<file path="config.mk">
export PLATFORM = sky130hd
export DESIGN_NAME = rmlw_reset_mode_lowpower_watchdog
export DESIGN_NICKNAME = d
export VERILOG_FILES = /design/src/rmlw_reset_mode_lowpower_watchdog.v
export VERILOG_INCLUDE_DIRS = /design/src
export SDC_FILE = /design/constraint.sdc
export NUM_CORES = 1
export LEC_CHECK = 0
export ABC_CLOCK_PERIOD_IN_PS = 2200
export BUFFER_PORTS_ARGS = -buffer_cell sky130_fd_sc_hd__clkbuf_2
export CAP_MARGIN = 15
export CELL_PAD_IN_SITES_DETAIL_PLACEMENT = 0
export CELL_PAD_IN_SITES_GLOBAL_PLACEMENT = 1
export CORE_ASPECT_RATIO = 1.4
export CORE_MARGIN = 8
export CORE_UTILIZATION = 35
export DETAILED_ROUTE_END_ITERATION = 12
export MAX_ROUTING_LAYER = met4
export PLACE_DENSITY_LB_ADDON = 0.1
export SKIP_CTS_REPAIR_TIMING = 1
export SYNTH_ARGS = -nofsm -noshare
export SYNTH_HDL_FRONTEND = slang
export SYNTH_SLANG_ARGS = --single-unit
export TNS_END_PERCENT = 100
</file>
<file path="constraint.sdc">
create_clock -name clk -period 2.2 [get_ports clk]
set_clock_uncertainty 0.15 [all_clocks]
set_input_delay 0.11 -clock clk [delete_from_list [all_inputs] [get_ports clk]]
set_output_delay 0.11 -clock clk [all_outputs]
set_load 0.1 [all_outputs]
</file>
<file path="src/rmlw_regs.vh">
// Constants for the reset, mode, low-power and watchdog control block.
// Assumes a 20 MHz internal clock and an 8-bit register port.
`ifndef RMLW_REGS_VH
`define RMLW_REGS_VH
`define RMLW_ADDR_W          13
`define RMLW_WDOG_CLR_ADDR   13'h1ff0
`define RMLW_WDOG_CLR_BIT    0
`define RMLW_RD_IDLE         8'h00
`define RMLW_STAB_CYCLES     12'hfe0
`define RMLW_STAB_W          12
`define RMLW_WDOG_STAGES     18
`define RMLW_INSN_NONE       2'h0
`define RMLW_INSN_STOP       2'h1
`define RMLW_INSN_WAIT       2'h2
`endif

</file>
<file path="src/rmlw_reset_mode_lowpower_watchdog.v">
// Reset merge, mode capture, low-power control and watchdog timer.
// Assumes the core decodes STOP and WAIT and owns the interrupt mask bit;
// pins arrive asynchronously and pass a three-stage synchroniser.
// Notes on behaviour
// [RULE1] Mode comes from interrupt and mode-select pins at reset pin rise.
// [RULE2] Bootloader needs programming voltage and supply level; else user.
// [RULE3] Latch mode-select at reset rise; watchdog reset reuses the latch.
// [RULE4] Stop with stop-to-halt clear kills oscillator and all processing.
// [RULE5] Either low-power instruction clears the interrupt mask bit.
// [RULE6] Stop exits on interrupt or reset after 4064 cycle delay.
// [RULE7] Stop with stop-to-halt set halts core, timers keep running.
// [RULE8] Halt exits on timer, external interrupt or reset; 1 to 4064 cycles.
// [RULE9] Wait halts core; timers run; exits on timer, interrupt or reset.
// [RULE10] Low-power modes keep registers, memory and lines unchanged.
// [RULE11] Watchdog runs in user mode only when its option bit is set.
// [RULE12] Internal reset is the OR of sources, registered on phase one.
// [RULE13] External reset lasts while the reset input stays low.
// [RULE14] Power-up reset holds internal reset for 4064 cycles.
// [RULE15] Internal reset stays while any source is still active.
// [RULE16] Watchdog is an 18-stage counter whose overflow resets.
// [RULE17] Writing zero to bit 0 of the clear location clears the watchdog.
// [RULE18] Watchdog output blocked while option clear or high voltage on pin.
// [RULE19] Reading the clear location returns the unused vector byte.
// [RULE20] Software should set stop-to-halt or disable watchdog for long waits.
// [RULE21] Wake-up interrupt reaches the core only after the resume delay.
`include "rmlw_regs.vh"
module rmlw_reset_mode_lowpower_watchdog #(
   parameter STAB_CYCLES = `RMLW_STAB_CYCLES,
   parameter WDOG_STAGES = `RMLW_WDOG_STAGES,
   parameter [7:0] UNUSED_VECTOR_BYTE = 8'h00
) (
   input  wire                   clk,
   input  wire                   sys_rst,
   input  wire                   resetPin_n,
   input  wire                   irqPin_n,
   input  wire                   irqHighVolt,
   input  wire                   irqDoubleVolt,
   input  wire                   modeSelectCapturePin,
   input  wire                   stopToHaltSelect,
   input  wire                   wdogOptionEnable,
   input  wire [1:0]             lowPowerInsn,
   input  wire                   timerIrqEnabled,
   input  wire [`RMLW_ADDR_W-1:0] regAddr,
   input  wire [7:0]             regWrData,
   input  wire                   regWrite,
   input  wire                   regRead,
   output reg  [7:0]             regRdData,
   output reg                    internalReset,
   output reg                    bootloaderMode,
   output reg                    oscEnable,
   output reg                    cpuClockEnable,
   output reg                    timerClockEnable,
   output reg                    clearIrqMask,
   output reg                    wakeIrq,
   output reg                    wdogReset
);
   localparam [3:0] ST_RUN  = 4'h1;
   localparam [3:0] ST_STOP = 4'h2;
   localparam [3:0] ST_HALT = 4'h4;
   localparam [3:0] ST_WAIT = 4'h8;
   localparam [`RMLW_STAB_W-1:0] STAB_LAST = STAB_CYCLES - 1;

   // A pin level is taken once the last two stages agree, so a level that
   // flickers across a single sample never reaches the logic behind it.
   function sync_ok;
      input [2:0] s;
      begin
         sync_ok = (s[2] == s[1]);
      end
   endfunction

   // The reset pin counts as released when a settled high level follows
   // the low level that was last accepted.
   function sync_rise;
      input [2:0] s;
      input       level;
      begin
         sync_rise = !level && s[2] && s[1];
      end
   endfunction

   function hits_clear_loc;
      input [`RMLW_ADDR_W-1:0] addr;
      begin
         hits_clear_loc = (addr == `RMLW_WDOG_CLR_ADDR);
      end
   endfunction

   reg [2:0] rstSync;
   reg [2:0] irqSync;
   reg [2:0] vppSync;
   reg [2:0] vdblSync;
   reg [2:0] modeSelSync;
   reg       rstLevel_n;
   reg       irqLevel_n;
   reg       vppLevel;
   reg       vdblLevel;
   reg       modeSelLevel;
   reg       modeLatch;
   reg [3:0] state;
   reg [`RMLW_STAB_W-1:0] stabCount;
   reg       stabRun;
   reg       porActive;
   reg [`RMLW_STAB_W-1:0] porCount;
   reg [WDOG_STAGES-1:0] wdogCount;
   reg       wdogPulse;
   reg       pendWake;
   wire      wdogActive;
   wire      wdogClear;
   wire      wdogTick;
   wire      stabDone;
   wire      extIrq;
   wire      wakeEvent;
   wire      rstRise;

   // The reset pin starts out as held low so that the core is kept in
   // reset until the pin has been seen high through the whole chain.
   always @(posedge clk or posedge sys_rst) begin
      if (sys_rst) begin
         rstSync    <= 3'h0;
         rstLevel_n <= 1'b0;
      end else begin
         rstSync <= {rstSync[1:0], resetPin_n};
         if (sync_ok(rstSync))
            rstLevel_n <= rstSync[2]; // RULE13
      end
   end

   // The interrupt chain starts at the idle high level, otherwise a false
   // wake request would follow every reset.
   always @(posedge clk or posedge sys_rst) begin
      if (sys_rst) begin
         irqSync    <= 3'h7;
         irqLevel_n <= 1'b1;
      end else begin
         irqSync <= {irqSync[1:0], irqPin_n};
         if (sync_ok(irqSync))
            irqLevel_n <= irqSync[2];
      end
   end

   // Programming voltage only matters at the reset rise and at a watchdog reset, so a slow chain
   // costs nothing here.
   always @(posedge clk or posedge sys_rst) begin
      if (sys_rst) begin
         vppSync  <= 3'h0;
         vppLevel <= 1'b0;
      end else begin
         vppSync <= {vppSync[1:0], irqHighVolt};
         if (sync_ok(vppSync))
            vppLevel <= vppSync[2];
      end
   end

   // Double supply on the interrupt pin only gates the watchdog output,
   // so a few cycles of lag before it takes hold are harmless.
   always @(posedge clk or posedge sys_rst) begin
      if (sys_rst) begin
         vdblSync  <= 3'h0;
         vdblLevel <= 1'b0;
      end else begin
         vdblSync <= {vdblSync[1:0], irqDoubleVolt};
         if (sync_ok(vdblSync))
            vdblLevel <= vdblSync[2];
      end
   end

   // The mode strap must have settled here before the reset pin rises, as
   // both chains are equally long.
   always @(posedge clk or posedge sys_rst) begin
      if (sys_rst) begin
         modeSelSync  <= 3'h0;
         modeSelLevel <= 1'b0;
      end else begin
         modeSelSync <= {modeSelSync[1:0], modeSelectCapturePin};
         if (sync_ok(modeSelSync))
            modeSelLevel <= modeSelSync[2];
      end
   end

   // Halt and wait leave on the same set of events, so they share one
   // decoded wake request.
   assign extIrq    = ~irqLevel_n;
   assign wakeEvent = extIrq | timerIrqEnabled;
   assign rstRise   = sync_rise(rstSync, rstLevel_n);
   assign stabDone  = (stabCount == STAB_LAST);

   // The stabilisation timer runs free outside stop, so a halt exit waits
   // for its next wrap; a stop exit restarts it from zero.
   always @(posedge clk or posedge sys_rst) begin
      if (sys_rst) begin
         stabCount <= {`RMLW_STAB_W{1'b0}};
      end else if (state == ST_STOP && !stabRun) begin
         stabCount <= {`RMLW_STAB_W{1'b0}}; // RULE4
      end else if (stabDone) begin
         stabCount <= {`RMLW_STAB_W{1'b0}};
      end else begin
         stabCount <= stabCount + 1'b1;
      end
   end

   // Power-up hold counts from the release of the system reset; the count
   // stops with the hold so it cannot wrap and start a second one.
   always @(posedge clk or posedge sys_rst) begin
      if (sys_rst)
         porCount <= {`RMLW_STAB_W{1'b0}};
      else if (porActive)
         porCount <= porCount + 1'b1;
   end

   always @(posedge clk or posedge sys_rst) begin
      if (sys_rst)
         porActive <= 1'b1;
      else if (porActive && porCount == STAB_LAST)
         porActive <= 1'b0; // RULE14
   end

   always @(posedge clk or posedge sys_rst) begin
      if (sys_rst) begin
         internalReset <= 1'b1;
      end else begin
         // Every source feeds one OR, so whichever source ends last
         // decides when the core leaves reset.
         internalReset <= porActive | ~rstLevel_n // RULE12 RULE13
                          | wdogPulse; // RULE15
      end
   end

   // The mode strap is caught on the synchronised rise of the reset pin;
   // the latched strap outlives the pin for later watchdog resets.
   always @(posedge clk or posedge sys_rst) begin
      if (sys_rst)
         modeLatch <= 1'b0;
      else if (rstRise)
         modeLatch <= modeSelLevel; // RULE3
   end

   always @(posedge clk or posedge sys_rst) begin
      if (sys_rst) begin
         bootloaderMode <= 1'b0;
      end else if (rstRise) begin
         bootloaderMode <= vppLevel & modeSelLevel; // RULE1 RULE2
      end else if (wdogPulse) begin
         bootloaderMode <= vppLevel & modeLatch; // RULE3
      end
   end

   // Low-power state machine; it touches no other register of the chip.
   always @(posedge clk or posedge sys_rst) begin
      if (sys_rst) begin
         state            <= ST_RUN;
         stabRun          <= 1'b0;
         oscEnable        <= 1'b1;
         cpuClockEnable   <= 1'b1;
         timerClockEnable <= 1'b1;
         clearIrqMask     <= 1'b0;
         pendWake         <= 1'b0;
         wakeIrq          <= 1'b0;
      end else begin
         clearIrqMask <= 1'b0;
         wakeIrq      <= 1'b0;
         if (internalReset) begin
            state            <= ST_RUN;
            stabRun          <= 1'b0;
            oscEnable        <= 1'b1;
            cpuClockEnable   <= 1'b1;
            timerClockEnable <= 1'b1;
            pendWake         <= 1'b0;
         end else begin
            case (state)
               ST_RUN: begin
                  if (lowPowerInsn == `RMLW_INSN_STOP) begin
                     clearIrqMask   <= 1'b1; // RULE5
                     cpuClockEnable <= 1'b0; // RULE10
                     if (stopToHaltSelect) begin
                        state <= ST_HALT; // RULE7
                     end else begin
                        state            <= ST_STOP;
                        oscEnable        <= 1'b0; // RULE4
                        timerClockEnable <= 1'b0;
                     end
                  end else if (lowPowerInsn == `RMLW_INSN_WAIT) begin
                     clearIrqMask   <= 1'b1; // RULE5
                     cpuClockEnable <= 1'b0; // RULE9
                     state          <= ST_WAIT;
                  end
               end
               ST_STOP: begin
                  if (extIrq && !stabRun) begin
                     stabRun   <= 1'b1; // RULE6
                     oscEnable <= 1'b1;
                     pendWake  <= 1'b1;
                  end else if (stabRun && stabDone) begin
                     stabRun          <= 1'b0;
                     state            <= ST_RUN;
                     cpuClockEnable   <= 1'b1;
                     timerClockEnable <= 1'b1;
                     wakeIrq          <= pendWake; // RULE21
                     pendWake         <= 1'b0;
                  end
               end
               ST_HALT: begin
                  if (wakeEvent)
                     pendWake <= 1'b1; // RULE8
                  if ((pendWake || wakeEvent) && stabDone) begin
                     state          <= ST_RUN;
                     cpuClockEnable <= 1'b1;
                     wakeIrq        <= 1'b1; // RULE21
                     pendWake       <= 1'b0;
                  end
               end
               ST_WAIT: begin
                  if (wakeEvent) begin
                     state          <= ST_RUN; // RULE9
                     cpuClockEnable <= 1'b1;
                     wakeIrq        <= 1'b1;
                  end
               end
               default: begin
                  state <= ST_RUN;
               end
            endcase
         end
      end
   end

   // Bootloader work must not be cut short by a watchdog that user code
   // never gets to service, so the counter is held there as well.
   assign wdogActive = wdogOptionEnable & ~vdblLevel
                       & ~bootloaderMode; // RULE11 RULE18
   assign wdogClear  = regWrite && hits_clear_loc(regAddr)
                       && !regWrData[`RMLW_WDOG_CLR_BIT]; // RULE17
   // The counter freezes in stop because the oscillator is off there.
   assign wdogTick   = !(internalReset || wdogClear || !wdogActive)
                       && state != ST_STOP; // RULE4

   always @(posedge clk or posedge sys_rst) begin
      if (sys_rst) begin
         wdogCount <= {WDOG_STAGES{1'b0}};
      end else if (internalReset || wdogClear || !wdogActive) begin
         wdogCount <= {WDOG_STAGES{1'b0}};
      end else if (wdogTick) begin
         wdogCount <= wdogCount + 1'b1; // RULE16
      end
   end

   // Overflow is the carry out of the last stage.
   always @(posedge clk or posedge sys_rst) begin
      if (sys_rst)
         wdogPulse <= 1'b0;
      else
         wdogPulse <= wdogTick & (&wdogCount); // RULE16
   end

   always @(posedge clk or posedge sys_rst) begin
      if (sys_rst)
         wdogReset <= 1'b0;
      else
         wdogReset <= wdogTick & (&wdogCount);
   end

   always @(posedge clk or posedge sys_rst) begin
      if (sys_rst) begin
         regRdData <= `RMLW_RD_IDLE;
      end else if (regRead && hits_clear_loc(regAddr)) begin
         regRdData <= UNUSED_VECTOR_BYTE; // RULE19
      end else begin
         regRdData <= `RMLW_RD_IDLE;
      end
   end
endmodule

</file>
==> Implementation_results.wiki <==
{| class="wikitable"
! Metric !! Value
|-
| Area enclosed by the die boundary || about 14000 um^2
|-
| Fin nets || approximately 430
|-
| Initial Util || a little over a third
|-
| DRT antenna net count || 0
|-
| TritonCTS clock tree || built
|-
| Worst slack on hold paths || 0.0613 ns
|-
| Clock H-tree levels || 3
|-
| Max-slew violation total from the final report || 0
|-
| Synth cell types || 54
|-
| Dpl cell area || 3930 um^2
|-
| Core area || 9950 um^2
|-
| Pre-Repair DR Iteration Count || 5
|-
| P&R area growth vs syn || 20.4%
|-
| Antenna violations before repair || 0
|-
| XOR/XNOR share of the synthesized area || ~7.3%
|-
| Hold_sp || wdogOptionEnable
|-
| Ant diodes || 0
|-
| Most common flop cell mapped by yosys || dfrtp_1
|-
| Final Critical Period || slightly above 2 ns
|-
| PortBufs || 34
|-
| Skew-Pair Late Insertion Delay || 0.33 ns
|-
| VDD IR max || approximately 0.48 mV
|-
| Gp weighted congestion || between 0.7 and 0.8
|-
| Startpoint type of the worst setup path || flip-flop
|-
| Crit-path max cell delay || 0.60 ns
|-
| Data arrival time of the critical path || 2.17 ns
|-
| Worst r2r src || stabCount[0]$_DFF_PP0_
|-
| Synth top area share || 47.5%
|-
| Total CTS buffers || 9
|-
| Critical path buffer and inverter count || 0
|-
| Largest net degree at the start of global routing || 44
|-
| Hold Violations, Final || 0
|-
| Count of standard-cell rows || between 40 and 50
|-
| Average instance area after synthesis || 10.7 um^2
|-
| Classification of the worst-slack hold path || in -> reg
|-
| Proportion of register bits with asynchronous set or reset after synthesis || 100%
|-
| Floorplan die height || ~140 um
|-
| Global route total overflow || 0
|-
| Detailed-route wire length per cell || between 10 and 15 um
|-
| Share of cells above drive strength 1 || 20.6%
|-
| Max Fanout on Critical Path || 5
|-
| Clock tree root buffer cell || clkbuf_16
|-
| Global-route wire length before repair || about 12 mm
|-
| Total Wirelength || approximately 7 mm
|-
| CTS sink cnt || 78
|-
| Path type of the worst setup path || reg -> reg
|-
| Power density of the placed cells || a little under 900 nW/um^2
|-
| Synth Area in Compound Gates || under 10%
|-
| Critical path startpoint || stabCount[0]$_DFF_PP0_
|-
| Syn Inst Count || ~340
|-
| Critical path required time || about 2.3 ns
|-
| Violation count after the first detailed-route iteration || slightly below 70
|-
| Adder and majority cell fraction of the synthesized area || under 10%
|-
| Share of cell area taken by muxes after synthesis || 0.907%
|-
| Critical path's slowest cell || or4_1
|-
| Status || completed
|-
| Number of warnings reported in the yosys synthesis log || 0
|-
| Top area cells in the synthesized netlist || dfrtp_1 47%, dfstp_2 7.3%, xnor2_1 4.6%, nor2_1 3.6%, xor2_1 2.7%
|-
| Detailed placer's ending HPWL || a little over 5 mm
|-
| Sequential-to-total area share from yosys stat || a little over half
|-
| Maximum count of clock buffers along a single path || 2
|-
| Fin Setup TNS || 0 ns
|-
| Flop and latch count out of synthesis || 78
|-
| Post-synth EDFFs || 0
|-
| Worst rel slew slack || 63.0%
|-
| Detailed-route DRC error count || 0
|-
| Delay-heaviest family, CP || simple AND/OR/NAND/NOR gates
|-
| Most numerous cell types in the synthesized netlist || 68 x dfrtp_1, 34 x nor2_1, 21 x nand2_1, 19 x xnor2_1, 18 x nand3_1
|-
| Unrepaired setup endpoints after global routing || no
|-
| Fraction of the mapped netlist area in simple logic gates || around 21%
|-
| Clock input transition at the sequential cells of the worst setup and hold paths || about 0.06 ns
|-
| Actual slew at the worst max-slew pin || 0.548 ns
|-
| Overall via count from detail_route || about 2600
|-
| Overall power after layout || around 0.0038 W
|-
| Leak Pwr || 1.86 nW
|-
| Number of global-route vias before repair || between 2000 and 3000
|-
| Most repeated cell in the gate-level netlist after synthesis || dfrtp_1
|-
| Area occupied by registers || roughly 2000 um^2
|-
| Total routing usage reported by global routing || about an eighth
|-
| Synth area leader || dfrtp_1
|-
| Post-route cell area || between 4000 and 5000 um^2
|-
| Num ports || 51
|-
| Cell chain of the critical path || ha_1 > nand4_1 > or4_1 > and2_1 > o31ai_1
|-
| Die Width || 102 um
|-
| Setup violators final || 0
|-
| Number of fill cells in the layout || roughly 990
|-
| Post-synthesis instance area || 3590 um^2
|-
| Final clock period utilization by the worst path || a little over nine tenths
|-
| Post-detailed-route via-to-cell ratio || approximately 5
|-
| Largest family of logic cells by synthesized area || simple AND/OR/NAND/NOR gates
|-
| Element type at the critical path end || flip-flop
|-
| Highest achievable clock rate || between 400 and 500 MHz
|-
| Area occupied by multi-input gates || about 1500 um^2
|-
| Max cap viols || 0
|}
power breakdown:
part           switching [W]  internal (W)  leakage, nW
logic               0.000401      0.000201        0.715
clock network       0.000544      0.000939        0.146
registers           0.000112       0.00157        0.998
total                0.00106       0.00271         1.86
area by class of cell:
class,instances,share of cell area [%]
Multi-Input combinational cell,231,34.1
Timing Repair Buffer,53,8.05
Sequential cell,78,45.5
Inverter,16,1.48
Clock inverter,3,0.985
Clock buffer,13,6.03
Tap cell,135,3.91
final timing paths:
check	end	slack, ns	cells after the start
worst max-delay path	cpuClockEnable$_DFFE_PP1P_	0.12	5
worst min-delay path	wdogCount[17]$_DFFE_PP0P_	0.06	4
worst max register to register	cpuClockEnable$_DFFE_PP1P_	0.12	5
worst min register to register	vppSync[1]$_DFF_PP0_	0.20	0
max in group asynchronous	irqSync[0]$_DFF_PP1_	1.11	4
min in group asynchronous	wdogCount[15]$_DFFE_PP0P_	0.14	3
worst reg2reg max path, cell delays in order, from the launching register on:
cell and delay, ns:
dfrtp_1 0.38, ha_1 0.22, nand4_1 0.20, or4_1 0.60
and2_1 0.21, o31ai_1 0.24
kinds of logic after synthesis:
| logic type | after synthesis |
|---|---|
| simple gates | 138 |
| compound gates | 42 |
| fa+ha+maj | 10 |
| flops | 78 |
| xor+xnor | 30 |
| mux | 3 |
| other cells | 1 |
| buf+inv | 33 |
stage by stage:
step	cells	util (%)	setup slack, ns
after global placement	504	39.4	0.143
final	529	43.4	0.122
after detailed placement	504	39.4	0.105
after CTS	520	42.5	0.105
after global routing	529	43.4	0.00508
after floorplan	342	-	0.166
flip-flops by register name, summed over array words and instances, names as in the netlist, 3 cells and up:
| register | count |
|---|---|
| state | 4 |
| irqSync | 3 |
| vppSync | 3 |
| modeSelSync | 3 |
| rstSync | 3 |
| vdblSync | 3 |
| stabCount | 12 |
| porCount | 12 |
| wdogCount | 18 |
cell usage in the layout, fill, tap and decap left out, types with 3 or more instances in the layout:
cell,synthesis,routed
nand4b_1,3,3
nand3b_1,3,3
inv_1,16,15
xnor2_1,19,19
conb_1,1,8
nand2b_1,3,3
a21oi_1,16,16
o31ai_1,3,3
dfstp_2,10,10
buf_4,9,9
maj3_1,5,5
nand2_1,21,21
o21ai_0,11,11
nor3_1,5,5
clkbuf_2,0,34
nand4_1,9,9
dlygate4sd3_1,0,9
or4_1,6,6
or3_1,10,10
clkbuf_16,0,9
ha_1,5,5
dfrtp_1,68,68
nand3_1,18,18
nor2_1,34,34
xor2_1,11,11
nor4_1,4,4
routing by layer:
layer	vias up	GRT usage, %	wire length, um
met1	1273	13.5	3190
li1	1268	-	-
met2	22	19.1	3590
met3	8	2.62	196
met4	0	5.99	134
met5	-	-	0
Power figures use the tool's default switching activity.
